### src/design/sfepd_pkg.sv
// Constants, types and encodings for the serial flash erase and power-down sequencer.
// Assumes a single 100 MHz system clock and a SPI host sampled as asynchronous pins.
//
// Behaviour
// (RULE_01) 52H plus three address bytes erases 32KB block
// (RULE_02) D8H plus three address bytes erases 64KB block
// (RULE_03) Host sets write enable before any erase
// (RULE_04) Block erase runs only if frame ends at 32
// (RULE_05) Chip erase 60H/C7H runs only on 8-bit frame
// (RULE_06) Chip select rise starts self-timed erase cycle
// (RULE_07) Busy flag high throughout erase, status stays readable
// (RULE_08) Write enable latch cleared before erase completes
// (RULE_09) Block erase on protected block is suppressed
// (RULE_10) Chip erase only with BP2..0 equal complement
// (RULE_11) B9H on 8-bit frame enters sleep after delay
// (RULE_12) Sleep ignores everything except the ABH release
// (RULE_13) Sleep command rejected while a cycle runs
// (RULE_14) Deselected and idle means standby, not sleep
// (RULE_15) Always start in standby after power-up
// (RULE_16) ABH release blocks commands for wake delay
// (RULE_17) ABH ID read: three dummies, ID repeats MSB-first
// (RULE_18) ID read release uses second wake delay
// (RULE_19) Release or ID read ignored while busy
// (RULE_20) Bits MSB first on rising edges; opcode first
// (RULE_21) Cycle times and delays are clock-count parameters
package sfepd_pkg;

  // Opcodes
  localparam logic [7:0] OPC_HALF_BLOCK_ERASE = 8'h52;
  localparam logic [7:0] OPC_FULL_BLOCK_ERASE = 8'hD8;
  localparam logic [7:0] OPC_CHIP_ERASE_A     = 8'h60;
  localparam logic [7:0] OPC_CHIP_ERASE_B     = 8'hC7;
  localparam logic [7:0] OPC_DEEP_SLEEP       = 8'hB9;
  localparam logic [7:0] OPC_WAKE_AND_ID      = 8'hAB;
  localparam logic [7:0] OPC_WRITE_ENABLE     = 8'h06;
  localparam logic [7:0] OPC_WRITE_DISABLE    = 8'h04;
  localparam logic [7:0] OPC_READ_STATUS      = 8'h05;

  // Frame lengths in serial clock rising edges
  localparam logic [5:0] OPC_FRAME_BITS  = 6'h08;
  localparam logic [5:0] ADDR_FRAME_BITS = 6'h20;
  localparam logic [5:0] BIT_CNT_MAX     = 6'h3F;

  // Array geometry: 64 blocks of 64KB, block index in address bits 21:16
  localparam int          BLK_IDX_LSB = 16;
  localparam logic [6:0]  NUM_BLOCKS  = 7'h40;

  // Reset values
  localparam logic        WEL_RESET   = 1'b0;
  localparam logic [2:0]  OUT_IDX_TOP = 3'h7;

  // Default timings in device clock cycles
  localparam int unsigned HALF_BLOCK_ERASE_TIME  = 20000;
  localparam int unsigned FULL_BLOCK_ERASE_TIME  = 30000;
  localparam int unsigned WHOLE_ARRAY_ERASE_TIME = 60000;
  localparam int unsigned SLEEP_ENTRY_DELAY      = 300;
  localparam int unsigned WAKE_DELAY             = 300;
  localparam int unsigned WAKE_ID_DELAY          = 200;

  // Device ID returned by the ID read; value is arbitrary
  localparam logic [7:0]  DEVICE_ID_DEFAULT = 8'h5A;

  // Protection configuration
  typedef struct packed {
    logic protect_complement;
    logic protect_bit_4;
    logic protect_bit_3;
    logic protect_bit_2;
    logic protect_bit_1;
    logic protect_bit_0;
  } sfepd_prot_t;

  typedef enum logic [1:0] {
    ER_NONE = 2'h0,
    ER_HALF = 2'h1,
    ER_FULL = 2'h2,
    ER_CHIP = 2'h3
  } sfepd_erase_t;

  // Erase request handed to the array engine
  typedef struct packed {
    sfepd_erase_t kind;
    logic [23:0]  addr;
  } sfepd_erase_req_t;

  // Gray along standby -> erase / entry -> sleep -> wake
  typedef enum logic [2:0] {
    ST_STANDBY = 3'b000,
    ST_ERASE   = 3'b001,
    ST_ENTRY   = 3'b100,
    ST_SLEEP   = 3'b101,
    ST_WAKE    = 3'b111
  } sfepd_state_t;

endpackage : sfepd_pkg

### src/design/sfepd_sync.sv
// Two-flop synchroniser for a group of asynchronous pin levels.
// Assumes each bit is an independent level; no multi-bit coherence.
module sfepd_sync
  import sfepd_pkg::*;
#(
  parameter int W = 3
) (
  input  wire logic         clock_in,
  input  wire logic         resetn_in,
  input  wire logic [W-1:0] async_in,
  input  wire logic [W-1:0] reset_val_in,
  output logic      [W-1:0] sync_out
);

  logic [W-1:0] meta_q;

  // First stage feeds only the second stage
  always_ff @(posedge clock_in) begin
    if (!resetn_in) begin
      meta_q   <= reset_val_in;
      sync_out <= reset_val_in;
    end else begin
      meta_q   <= async_in;
      sync_out <= meta_q;
    end
  end

endmodule : sfepd_sync

### src/design/sfepd_timer.sv
// Down counter for self-timed cycles and mode delays.
// Assumes load and value come from the same clock domain.
module sfepd_timer
  import sfepd_pkg::*;
#(
  parameter int W = 32
) (
  input  wire logic         clock_in,
  input  wire logic         resetn_in,
  input  wire logic         load_in,
  input  wire logic [W-1:0] count_in,
  output logic              done_out
);

  logic [W-1:0] cnt_q;

  // Counter; a fresh load restarts it
  always_ff @(posedge clock_in) begin
    if (!resetn_in) begin
      cnt_q <= '0;
    end else if (load_in) begin
      cnt_q <= count_in;
    end else if (cnt_q != '0) begin
      cnt_q <= cnt_q - W'(1);
    end
  end

  // One-cycle pulse as the count runs out
  always_ff @(posedge clock_in) begin
    if (!resetn_in) begin
      done_out <= 1'b0;
    end else begin
      done_out <= !load_in && (cnt_q == W'(1));
    end
  end

endmodule : sfepd_timer

### src/design/sfepd_top.sv
// Command sequencer for block/chip erase, deep sleep and wake/ID read.
// Assumes SPI pins are asynchronous and sampled by clock_in at 100 MHz;
// the serial clock must stay well below a quarter of that rate.
module sfepd_top
  import sfepd_pkg::*;
#(
  parameter int unsigned HALF_BLOCK_CYC = HALF_BLOCK_ERASE_TIME, // RULE_21
  parameter int unsigned FULL_BLOCK_CYC = FULL_BLOCK_ERASE_TIME,
  parameter int unsigned WHOLE_CHIP_CYC = WHOLE_ARRAY_ERASE_TIME,
  parameter int unsigned SLEEP_CYC      = SLEEP_ENTRY_DELAY,
  parameter int unsigned WAKE_CYC       = WAKE_DELAY,
  parameter int unsigned WAKE_ID_CYC    = WAKE_ID_DELAY,
  parameter logic [7:0]  DEVICE_ID      = DEVICE_ID_DEFAULT
) (
  input  wire logic             clock_in,
  input  wire logic             resetn_in,
  input  wire logic             cs_n_in,
  input  wire logic             sclk_in,
  input  wire logic             si_in,
  input  wire sfepd_prot_t      prot_in,
  output logic                  so_out,
  output logic                  so_oe_n_out,
  output logic                  busy_flag_out,
  output logic                  write_enable_latch_out,
  output logic                  deep_sleep_out,
  output logic                  standby_out,
  output logic                  erase_start_out,
  output sfepd_erase_req_t      erase_req_out
);

  localparam int TW = 32;

  // Refuse timings the counter cannot serve
  if (HALF_BLOCK_CYC < 2 || FULL_BLOCK_CYC < 2 || WHOLE_CHIP_CYC < 2 ||
      SLEEP_CYC < 2 || WAKE_CYC < 2 || WAKE_ID_CYC < 2) begin : g_bad_timing
    $error("sfepd_top: every timing must be at least 2 cycles");
  end

  logic [2:0]    pins_s;
  logic          cs_n_s;
  logic          sclk_s;
  logic          si_s;
  logic          sclk_d_q;
  logic          cs_n_d_q;
  logic          sclk_rise;
  logic          sclk_fall;
  logic          cs_rise;
  logic [5:0]    bit_cnt_q;
  logic [31:0]   shift_q;
  logic [7:0]    opc_q;
  logic [2:0]    out_idx_q;
  logic          wel_q;
  sfepd_state_t  state_q;
  sfepd_state_t  state_d;
  logic          tmr_load;
  logic [TW-1:0] tmr_val;
  logic          tmr_done;
  logic          launch;
  sfepd_erase_t  launch_kind;
  logic          rd_status;
  logic          rd_id;
  logic [7:0]    out_byte;
  logic [7:0]    frame_opc;
  logic [23:0]   frame_addr;
  logic          frame_8;
  logic          frame_32;

  // Pins cross into the clock domain; idle is deselected, clock low
  sfepd_sync #(
    .W (3)
  ) u_sync (
    .clock_in     (clock_in),
    .resetn_in    (resetn_in),
    .async_in     ({cs_n_in, sclk_in, si_in}),
    .reset_val_in (3'b100),
    .sync_out     (pins_s)
  );

  assign cs_n_s = pins_s[2];
  assign sclk_s = pins_s[1];
  assign si_s   = pins_s[0];

  // Edge history of the synchronised pins
  always_ff @(posedge clock_in) begin
    if (!resetn_in) begin
      sclk_d_q <= 1'b0;
      cs_n_d_q <= 1'b1;
    end else begin
      sclk_d_q <= sclk_s;
      cs_n_d_q <= cs_n_s;
    end
  end

  assign sclk_rise = sclk_s && !sclk_d_q && !cs_n_s;
  assign sclk_fall = !sclk_s && sclk_d_q && !cs_n_s;
  assign cs_rise   = cs_n_s && !cs_n_d_q;

  // Input shifter, MSB first on rising edges; restarts on every select
  always_ff @(posedge clock_in) begin
    if (!resetn_in) begin
      bit_cnt_q <= '0;
      shift_q   <= '0;
    end else if (cs_n_s) begin
      bit_cnt_q <= '0; // RULE_20
    end else if (sclk_rise) begin
      shift_q   <= {shift_q[30:0], si_s}; // RULE_20
      if (bit_cnt_q != BIT_CNT_MAX) begin
        bit_cnt_q <= bit_cnt_q + 6'h01;
      end
    end
  end

  // Opcode latched once its eighth bit arrives
  always_ff @(posedge clock_in) begin
    if (!resetn_in) begin
      opc_q <= '0;
    end else if (sclk_rise && bit_cnt_q == OPC_FRAME_BITS - 6'h01) begin
      opc_q <= {shift_q[6:0], si_s}; // RULE_20
    end
  end

  // Frame view at deselect: exact length decides execution
  assign frame_8    = (bit_cnt_q == OPC_FRAME_BITS);
  assign frame_32   = (bit_cnt_q == ADDR_FRAME_BITS);
  assign frame_opc  = frame_8 ? shift_q[7:0] : shift_q[31:24];
  assign frame_addr = shift_q[23:0];

  // Block index of the address, checked against the protect bits
  function automatic logic blk_protected(input sfepd_prot_t p, input logic [23:0] a);
    logic [2:0] lvl;
    logic [6:0] blk;
    logic [6:0] span;
    logic       hit;
    lvl  = {p.protect_bit_2, p.protect_bit_1, p.protect_bit_0};
    blk  = {1'b0, a[BLK_IDX_LSB+5:BLK_IDX_LSB]};
    span = 7'h01 << (lvl - 3'h1);
    if (lvl == 3'h0) begin
      hit = 1'b0;
    end else if (lvl == 3'h7 || (p.protect_bit_4 && p.protect_bit_3)) begin
      hit = 1'b1;
    end else if (p.protect_bit_3) begin
      hit = (blk < span);
    end else begin
      hit = (blk >= NUM_BLOCKS - span);
    end
    return hit ^ p.protect_complement;
  endfunction : blk_protected

  // Chip erase needs protect bits 2..0 all clear or all set, matching complement
  function automatic logic chip_allowed(input sfepd_prot_t p);
    logic [2:0] lvl;
    lvl = {p.protect_bit_2, p.protect_bit_1, p.protect_bit_0};
    return (lvl == 3'h0 && !p.protect_complement) ||
           (lvl == 3'h7 && p.protect_complement); // RULE_10
  endfunction : chip_allowed

  // Decode at deselect; commands outside the exact frame are dropped, except the ID read release at 32 or more edges
  always_comb begin
    state_d     = state_q;
    tmr_load    = 1'b0;
    tmr_val     = '0;
    launch      = 1'b0;
    launch_kind = ER_NONE;
    unique case (state_q)
      ST_STANDBY: begin
        if (cs_rise && frame_32 && wel_q &&
            !blk_protected(prot_in, frame_addr)) begin // RULE_03 RULE_09
          if (frame_opc == OPC_HALF_BLOCK_ERASE) begin // RULE_01 RULE_04
            launch      = 1'b1;
            launch_kind = ER_HALF;
            tmr_val     = TW'(HALF_BLOCK_CYC);
          end else if (frame_opc == OPC_FULL_BLOCK_ERASE) begin // RULE_02 RULE_04
            launch      = 1'b1;
            launch_kind = ER_FULL;
            tmr_val     = TW'(FULL_BLOCK_CYC);
          end
        end else if (cs_rise && frame_8) begin
          if ((frame_opc == OPC_CHIP_ERASE_A || frame_opc == OPC_CHIP_ERASE_B) &&
              wel_q && chip_allowed(prot_in)) begin // RULE_05 RULE_03
            launch      = 1'b1;
            launch_kind = ER_CHIP;
            tmr_val     = TW'(WHOLE_CHIP_CYC);
          end else if (frame_opc == OPC_DEEP_SLEEP) begin // RULE_11
            state_d  = ST_ENTRY;
            tmr_load = 1'b1;
            tmr_val  = TW'(SLEEP_CYC);
          end
        end
        if (launch) begin
          state_d  = ST_ERASE; // RULE_06
          tmr_load = 1'b1;
        end
      end
      // Busy: deep sleep, release and ID read all have no effect
      ST_ERASE: begin
        if (tmr_done) begin
          state_d = ST_STANDBY; // RULE_07 RULE_13 RULE_19
        end
      end
      ST_ENTRY: begin
        if (tmr_done) begin
          state_d = ST_SLEEP; // RULE_11
        end
      end
      // Only the release opcode is heard in sleep
      ST_SLEEP: begin
        if (cs_rise && opc_q == OPC_WAKE_AND_ID) begin // RULE_12
          if (frame_8) begin
            state_d  = ST_WAKE; // RULE_16
            tmr_load = 1'b1;
            tmr_val  = TW'(WAKE_CYC);
          end else if (bit_cnt_q >= ADDR_FRAME_BITS) begin
            state_d  = ST_WAKE; // RULE_18
            tmr_load = 1'b1;
            tmr_val  = TW'(WAKE_ID_CYC);
          end
        end
      end
      ST_WAKE: begin
        if (tmr_done) begin
          state_d = ST_STANDBY; // RULE_16 RULE_18
        end
      end
    endcase
  end

  sfepd_timer #(
    .W (TW)
  ) u_timer (
    .clock_in  (clock_in),
    .resetn_in (resetn_in),
    .load_in   (tmr_load),
    .count_in  (tmr_val),
    .done_out  (tmr_done)
  );

  // Mode state; reset is the power-up standby
  always_ff @(posedge clock_in) begin
    if (!resetn_in) begin
      state_q <= ST_STANDBY; // RULE_15
    end else begin
      state_q <= state_d;
    end
  end

  // Write enable latch; dropped at launch, long before the cycle ends
  always_ff @(posedge clock_in) begin
    if (!resetn_in) begin
      wel_q <= WEL_RESET;
    end else if (launch) begin
      wel_q <= 1'b0; // RULE_08
    end else if (state_q == ST_STANDBY && cs_rise && frame_8) begin
      if (frame_opc == OPC_WRITE_ENABLE) begin
        wel_q <= 1'b1;
      end else if (frame_opc == OPC_WRITE_DISABLE) begin
        wel_q <= 1'b0;
      end
    end
  end

  // Latch is visible directly, still straight from its flop
  assign write_enable_latch_out = wel_q; // RULE_08

  // Erase request to the array, held for the whole cycle
  always_ff @(posedge clock_in) begin
    if (!resetn_in) begin
      erase_req_out   <= '{kind: ER_NONE, addr: 24'h000000};
      erase_start_out <= 1'b0;
    end else begin
      erase_start_out <= launch; // RULE_06
      if (launch) begin
        erase_req_out <= '{kind: launch_kind, addr: frame_addr};
      end else if (state_q != ST_ERASE) begin
        erase_req_out.kind <= ER_NONE;
      end
    end
  end

  // Mode flags straight from flops
  always_ff @(posedge clock_in) begin
    if (!resetn_in) begin
      busy_flag_out  <= 1'b0;
      deep_sleep_out <= 1'b0;
      standby_out    <= 1'b1;
    end else begin
      busy_flag_out  <= (state_d == ST_ERASE); // RULE_07
      deep_sleep_out <= (state_d == ST_SLEEP); // RULE_11
      standby_out    <= (state_d == ST_STANDBY) && cs_n_s; // RULE_14
    end
  end

  // Readout phases: status in standby or during erase, ID only in standby or sleep
  assign rd_status = (opc_q == OPC_READ_STATUS) && (bit_cnt_q >= OPC_FRAME_BITS) &&
                     (state_q == ST_STANDBY || state_q == ST_ERASE); // RULE_07
  assign rd_id     = (opc_q == OPC_WAKE_AND_ID) && (bit_cnt_q >= ADDR_FRAME_BITS) &&
                     (state_q == ST_STANDBY || state_q == ST_SLEEP); // RULE_17 RULE_19
  assign out_byte  = rd_id ? DEVICE_ID : {6'h00, wel_q, busy_flag_out};

  // Serial out on falling edges, MSB first, byte repeats until deselect
  always_ff @(posedge clock_in) begin
    if (!resetn_in) begin
      so_out      <= 1'b0;
      so_oe_n_out <= 1'b1;
      out_idx_q   <= OUT_IDX_TOP;
    end else begin
      so_oe_n_out <= !(!cs_n_s && (rd_status || rd_id));
      if (cs_n_s) begin
        out_idx_q <= OUT_IDX_TOP;
      end else if (sclk_fall && (rd_status || rd_id)) begin
        so_out    <= out_byte[out_idx_q]; // RULE_17
        out_idx_q <= out_idx_q - 3'h1;
      end
    end
  end

endmodule : sfepd_top

### config.mk
export PLATFORM = sky130hd
export DESIGN_NAME = sfepd_top
export DESIGN_NICKNAME = d
export VERILOG_FILES = /design/src/design/sfepd_pkg.sv /design/src/design/sfepd_sync.sv /design/src/design/sfepd_timer.sv /design/src/design/sfepd_top.sv
export SDC_FILE = /design/constraint.sdc
export NUM_CORES = 1
export LEC_CHECK = 0
export BUFFER_PORTS_ARGS = -buffer_cell sky130_fd_sc_hd__buf_2
export CAP_MARGIN = 20
export CORE_MARGIN = 2
export CORE_UTILIZATION = 60
export CTS_BUF_LIST = sky130_fd_sc_hd__clkbuf_16
export DETAILED_ROUTE_END_ITERATION = 7
export GPL_TIMING_DRIVEN = 0
export MAX_ROUTING_LAYER = met4
export PLACE_DENSITY = 0.79
export SYNTH_ARGS = -nofsm -noshare
export SYNTH_HDL_FRONTEND = slang
export SYNTH_SLANG_ARGS = --single-unit
### constraint.sdc
create_clock -name clock_in -period 9.8 [get_ports clock_in]
set_input_delay 1.96 -clock clock_in [delete_from_list [all_inputs] [get_ports clock_in]]
set_output_delay 1.96 -clock clock_in [all_outputs]
set_load 0.02 [all_outputs]
# Word-level counts from Yosys, hierarchy flattened
# Cells that the tools add are included.
# op_classes
n_bitwise	3
n_mux	57
order_cmp	5
n_reduce_logical	54
n_eq_ne	22
shift	1
addsub	5
# op_table
op	count
$mux W32	3
$pmux W32 S2	1
$eq A32 B1 Y1 const B	1
$eq A8 B8 Y1 const B	4
$mux W16	2
$reduce_bool A32 Y1	1
$sub A32 B1 Y32 const B	1
$mux W15	2
$mux W3	10
$mux W9	3
$logic_and A1 B1 Y1	26
$eq A8 B3 Y1 const B	3
$mux W1	22
$eq A8 B7 Y1 const B	2
$mux W2	8
$mux W8	2
$eq A3 B3 Y1 const B	5
$pmux W3 S4	1
$logic_not A3 Y1	3
$logic_not A1 Y1	8
$reduce_and A2 Y1	4
$ge A6 B7 Y1	1
$lt A6 B7 Y1	1
$mux W7	1
20 further kinds	32
# word_totals
elab_cells	167
ff_bits	126
out_inout_bits	33
input_bits	11

# Logic depth before layout (Yosys ltp)
# depth
word_depth	17
mapped_depth	15
ltp_nobuf	12

# Hierarchy
# Synthesis repeated with hierarchy kept, for this count alone.
# unflattened
cells_unflattened	776
area_unflattened_um2	6363.6
# by_module_without_submodules
module	area_per_inst_um2	seq_area_each_um2	cells_each	n_inst
sfepd_top	4249.1	1741.7	535	1
sfepd_timer	1893.1	660.6	228	1
sfepd_sync	221.5	120.1	13	1

# Least setup slack after synthesis
# No wires, ideal clock.
# synth_path
path_kind	input -> register
from	input port prot_in[1] (netlist name)
to	register erase_req_out[5] (netlist name)
path_buffers	2
stages	14
t_required_ps	9730
path_slack_ps	4799
arrival_time_ps	4931
setup_time_ps	70
path_cell_list	clkbuf_1 > or3b_2 > ha_1 > o21ai_0 > a21oi_1 > a21oi_1 > ha_1 > a2111oi_0 > o21a_1 > nor3_2 > o41ai_4 > buf_6 > nand3_1 > a21oi_1
# synth_via
elab_chain_cells	14
word_cells_on_any_way	24
classes_between	add/sub: 2; order compare: 2; eq/ne: 1; shift: 1; mux: 9; bitwise: 1; reduce/logical: 8
# synth_rtl
item	line	source
start, declared	sfepd_top.sv:20	input wire sfepd_prot_t prot_in,
$sub A3 B1 Y3	sfepd_top.sv:136	span = 7'h01 << (lvl - 3'h1);
$shl A1 B3 Y7	sfepd_top.sv:136	
$sub A7 B7 Y7	sfepd_top.sv:144	hit = (blk >= NUM_BLOCKS - span);
$ge A6 B7 Y1	sfepd_top.sv:144	
$mux W1	sfepd_top.sv:141	end else if (p.protect_bit_3) begin
$mux W1	sfepd_top.sv:139	end else if (lvl == 3'h7 || (p.protect_bit_4 && p.protect_bit_3)) begin
$mux W1	sfepd_top.sv:137	if (lvl == 3'h0) begin
$mux W1	sfepd_top.sv:164	unique case (state_q)
$xor A1 B1 Y1	sfepd_top.sv:146	return hit ^ p.protect_complement;
$logic_not A1 Y1	sfepd_top.sv:167	!blk_protected(prot_in, frame_addr)) begin
$logic_and A1 B1 Y1	sfepd_top.sv:166	if (cs_rise && frame_32 && wel_q &&
$mux W1 *	sfepd_top.sv:166	
$mux W1 * (2 in series)	sfepd_top.sv:164	
end signal, assigned	sfepd_top.sv:267	erase_req_out <= '{kind: ER_NONE, addr: 24'h000000};
end signal, assigned	sfepd_top.sv:272	erase_req_out <= '{kind: launch_kind, addr: frame_addr};
end, declared	sfepd_top.sv:28	output sfepd_erase_req_t erase_req_out
# Every way passes the cells marked *; elsewhere a longest branch is shown, timed or not. The select of a mux whose other input is x is not followed.
# A chain may end at the register's enable or synchronous reset.

# Final worst setup path
# layout_path
from	input port prot_in[1] (netlist name)
to	register standby_out
# layout_via
elab_chain_cells	17
word_cells_on_any_way	30
classes_between	add/sub: 2; order compare: 2; eq/ne: 1; shift: 1; mux: 13; bitwise: 1; reduce/logical: 10
# layout_rtl
item	line	source
$sub A3 B1 Y3	sfepd_top.sv:136	
$shl A1 B3 Y7	sfepd_top.sv:136	
$sub A7 B7 Y7	sfepd_top.sv:144	
$ge A6 B7 Y1	sfepd_top.sv:144	
$mux W1	sfepd_top.sv:141	
$mux W1	sfepd_top.sv:139	
$mux W1	sfepd_top.sv:137	
$mux W1	sfepd_top.sv:164	
$xor A1 B1 Y1	sfepd_top.sv:146	
$logic_not A1 Y1	sfepd_top.sv:167	
$logic_and A1 B1 Y1	sfepd_top.sv:166	
$mux W1	sfepd_top.sv:166	
$mux W1	sfepd_top.sv:164	
$mux W3 *	sfepd_top.sv:189	if (launch) begin
$pmux W3 S4 *	sfepd_top.sv:164	
$logic_not A3 Y1 *	sfepd_top.sv:288	standby_out <= (state_d == ST_STANDBY) && cs_n_s;
$logic_and A1 B1 Y1 *	sfepd_top.sv:288	
end signal, assigned	sfepd_top.sv:288	
end, declared	sfepd_top.sv:26	output logic standby_out,
# Marks and branches as above.

==> flow_summary.json <==
{
  "final_max_slew_viol_count": 0,
  "numClockSinks": 126,
  "ant_nets": 0,
  "synth.top_cells.by_area": "sky130_fd_sc_hd__dfxtp_1 41%, sky130_fd_sc_hd__nand2_1 7.2%, sky130_fd_sc_hd__a21oi_1 6.4%",
  "hold_path_class": "reg2reg",
  "hold_path_origin": "u_sync.meta_q[2]$_SDFF_PN1_",
  "totalPowerFinal_w": 0.001548,
  "synth_flop_cell": "sky130_fd_sc_hd__dfxtp_1",
  "path_class": "in2reg",
  "rsz0062_at_grt": "no",
  "drive_above_1_share_pct": 12.80,
  "run_status": "finished, final reports clean",
  "drc_errors": 0,
  "mostFrequentLayoutCells": "126 x sky130_fd_sc_hd__dfxtp_1, 120 x sky130_fd_sc_hd__nand2_1, 79 x sky130_fd_sc_hd__a21oi_1",
  "sequential_share_of_the_synthesized_area_pct": 40.58,
  "grt_start_max_net_pins": 17,
  "cts_buffers": 17,
  "global_route.usage.total_pct": 29.69,
  "tritoncts": "built",
  "clock.fmax_mhz": 185.8,
  "worst_clock_skew_ns": 0.008621,
  "met1_wirelength_um": 6847,
  "clockRootBuffer": "sky130_fd_sc_hd__clkbuf_16",
  "grt_pass1_wl_um": 25570,
  "synth_enable_flop_cells": 0,
  "synth_async_sr_flop_share_pct": 0,
  "timing.hold.worst_path_depth": 1,
  "drv.max_cap_violation_count": 0,
  "initial_antenna_violation_count": 0,
  "routed_via_count_divided_by_cell_count": 5.967,
  "final.min_clock_period_ns": 5.383,
  "timing.max_slew.rel_slack_pct": 37.52,
  "final_common_cell": "sky130_fd_sc_hd__dfxtp_1",
  "first_iter_violations": 427,
  "power_per_cell_area_nw_per_um2": 215.4,
  "top_signal_layer_used": "met4",
  "postLayoutSetupSlackWorst_ns": 4.417,
  "power.leakage_nw": 2.796,
  "post_cts_hold_buffer_count": 0,
  "wirelength_um": 15790,
  "post_cts.repair.setup_buffers": 0,
  "portBuffers": 43,
  "dr_wl_met2_um": 7608,
  "core_region_area_um2": 10180,
  "synthesis.area_per_instance_um2": 8.083,
  "clk_pin_slew_ns": 0.05,
  "die_area_um2": 11190,
  "ys_seq_elements": 126,
  "cts-htree-levels": 4,
  "worst_ep_required_time_ns": 10.06,
  "die_width_um": 105.8,
  "setup.worst_path.end_class": "register",
  "clk-insertion-delay-late_ns": 0.43,
  "vias": 5848,
  "effective_utilization_at_floorplan_pct": 61.03,
  "timing.final.hold_violations": 0,
  "synth.distinct_cells": 67,
  "ir_drop_mv": 0.1487,
  "grt_pass1_vias": 5572,
  "area_delta_synth_final_pct": 15.60,
  "place_congestion": 0.9354,
  "cell_row_count": 37,
  "antenna-diode-count": 0,
  "r2r-end": "standby_out$_SDFF_PN1_",
  "worst-endpoint-arrival_ns": 5.64,
  "reg_to_reg_slack_setup_ns": 6.62,
  "grt_overflow_total": 0,
  "hpwlAfterDp_um": 10980,
  "place.detailed.instances": 948,
  "synth.top_cell.area_share_pct": 40.58,
  "synthesis.area_um2": 6216,
  "period_share_pct": 54.93,
  "crit_path_start_kind": "input pin",
  "cts-resized-gates": 0,
  "synth_area_leader_cell": "sky130_fd_sc_hd__dfxtp_1",
  "pre_cts_slack_ns": 4.018,
  "synthesis.instances": 769,
  "worst-slew-pin-transition_ns": 0.9352,
  "worst_path_maximum_fanout": 10,
  "finalSetupViolCount": 0,
  "hold_path_end": "u_sync.sync_out[2]$_SDFF_PN1_",
  "worst-r2r-cell-count": 8,
  "route.met3.wl_um": 945,
  "yosys_warnings": 0,
  "setup-tns-final_ns": 0,
  "detailedRoute.firstPassIterationCount": 5,
  "synth_nets": 796,
  "route.detailed.wl_per_inst_um": 16.11,
  "floorplan.die.height_um": 105.8,
  "floorplan.io_pins": 44,
  "final_cells": 980,
  "clk_path_buf_depth": 2,
  "layout.nets": 859,
  "worstReg2RegStart": "bit_cnt_q[0]$_SDFFE_PP0P_"
}
[how the worst max path moves through the flow]
| stage | start | endpoint | slack, ns | cells past startpoint |
|---|---|---|---|---|
| global placement | prot_in[1] | deep_sleep_out$_SDFF_PN0_ | 4.16 | 14 |
| detailed placement | prot_in[1] | u_timer.cnt_q[28]$_SDFFE_PN0P_ | 4.02 | 16 |
| global route | prot_in[1] | u_timer.cnt_q[31]$_SDFFE_PN0P_ | 4.21 | 16 |
| CTS | prot_in[1] | u_timer.cnt_q[28]$_SDFFE_PN0P_ | 4.45 | 16 |
| floorplan | prot_in[1] | erase_req_out[5]$_SDFFE_PN0P_ | 4.80 | 14 |
| finish | prot_in[1] | standby_out$_SDFF_PN1_ | 4.42 | 15 |
[synthesized netlist by cell type (all sizes together) (3+ instances only)]
master,instances
and3,9
clkbuf,29
or3b,4
nor2b,6
nand2b,7
nand4b,5
and4b,6
and4,3
nor2,72
nand3b,5
buf,15
or4b,3
o41ai,3
nor3b,5
nand2,120
nor3,13
a21oi,79
o21a,3
nor4b,5
ha,16
mux2i,12
o21ai,48
dfxtp,126
nor4,11
a31oi,5
inv,16
a21o,5
or4,4
a211oi,7
xnor2,16
and2,8
o211ai,3
nand3,41
xor2,17
nand4,10
or3,7
[where the power goes]
group / internal (W) / leakage, nW / switching (W) / total, W
clock network: 0.000393 / 0.290 / 0.000227 / 0.000620
registers: 0.000557 / 1.02 / 0.0000413 / 0.000598
logic: 0.000140 / 1.49 / 0.000190 / 0.000330
total: 0.00109 / 2.80 / 0.000458 / 0.00155
[per-layer routing]
metal / up-vias / global-route usage [%]
met5: - / -
met4: 0 / 12.22
met3: 40 / 7.359
met2: 193 / 49.31
met1: 2774 / 34.43
li1: 2841 / -
[registers in the layout, summed over array words and instances, names as in the netlist, 3 cells and up]
name             count
shift_q             32
u_timer.cnt_q       32
erase_req_out       26
opc_q                8
bit_cnt_q            6
out_idx_q            3
state_q              3
u_sync.meta_q        3
u_sync.sync_out      3
[final cells by class]
cell class,count,area [µm²]
buffer,44,196.4
clock buffer,17,425.4
clock inverter,14,153.9
fill,862,2999
inverter,16,60.06
multi-input combinational,583,3437
sequential,126,2522
tap,136,170.2
timing repair buffer,44,220.2
[worst max-delay path, stage by stage]
cell and delay [ns]:
sky130_fd_sc_hd__buf_2 0.14, sky130_fd_sc_hd__clkbuf_1 0.30, sky130_fd_sc_hd__or3b_2 0.48, sky130_fd_sc_hd__ha_1 0.27, sky130_fd_sc_hd__o21ai_0 0.10, sky130_fd_sc_hd__a21oi_1 0.06
sky130_fd_sc_hd__a21oi_1 0.18, sky130_fd_sc_hd__ha_1 0.27, sky130_fd_sc_hd__a2111oi_0 0.37, sky130_fd_sc_hd__o21a_1 0.29, sky130_fd_sc_hd__or3_1 0.14, sky130_fd_sc_hd__buf_2 0.19
sky130_fd_sc_hd__and3_1 0.22, sky130_fd_sc_hd__a211oi_1 0.12, sky130_fd_sc_hd__o41ai_1 0.55
[kinds of logic after synthesis]
group                      share of synthesized area (%)
DFF                                                40.58
AOI/OAI and AO/OA                                  16.73
xor gates and xnor gates                           4.650
adders and majority gates                          3.221
and+or+nand+nor                                    28.58
muxes                                              2.114
buffers and inverters                              4.126
[through the flow]
| stage | hold slack [ns] | cell area [µm²] | util, % |
|---|---|---|---|
| finish | 0.4211 | 7186 | 70.55 |
| global route | 0.4337 | 7186 | 70.55 |
| CTS | 0.4252 | 7181 | 70.50 |
| detailed placement | 0.4226 | 6601 | 64.82 |
| global placement | 0.4035 | 6601 | 64.82 |
| floorplan | 0.3863 | 6216 | - |
Note: power is estimated with default switching activity, not from simulation.
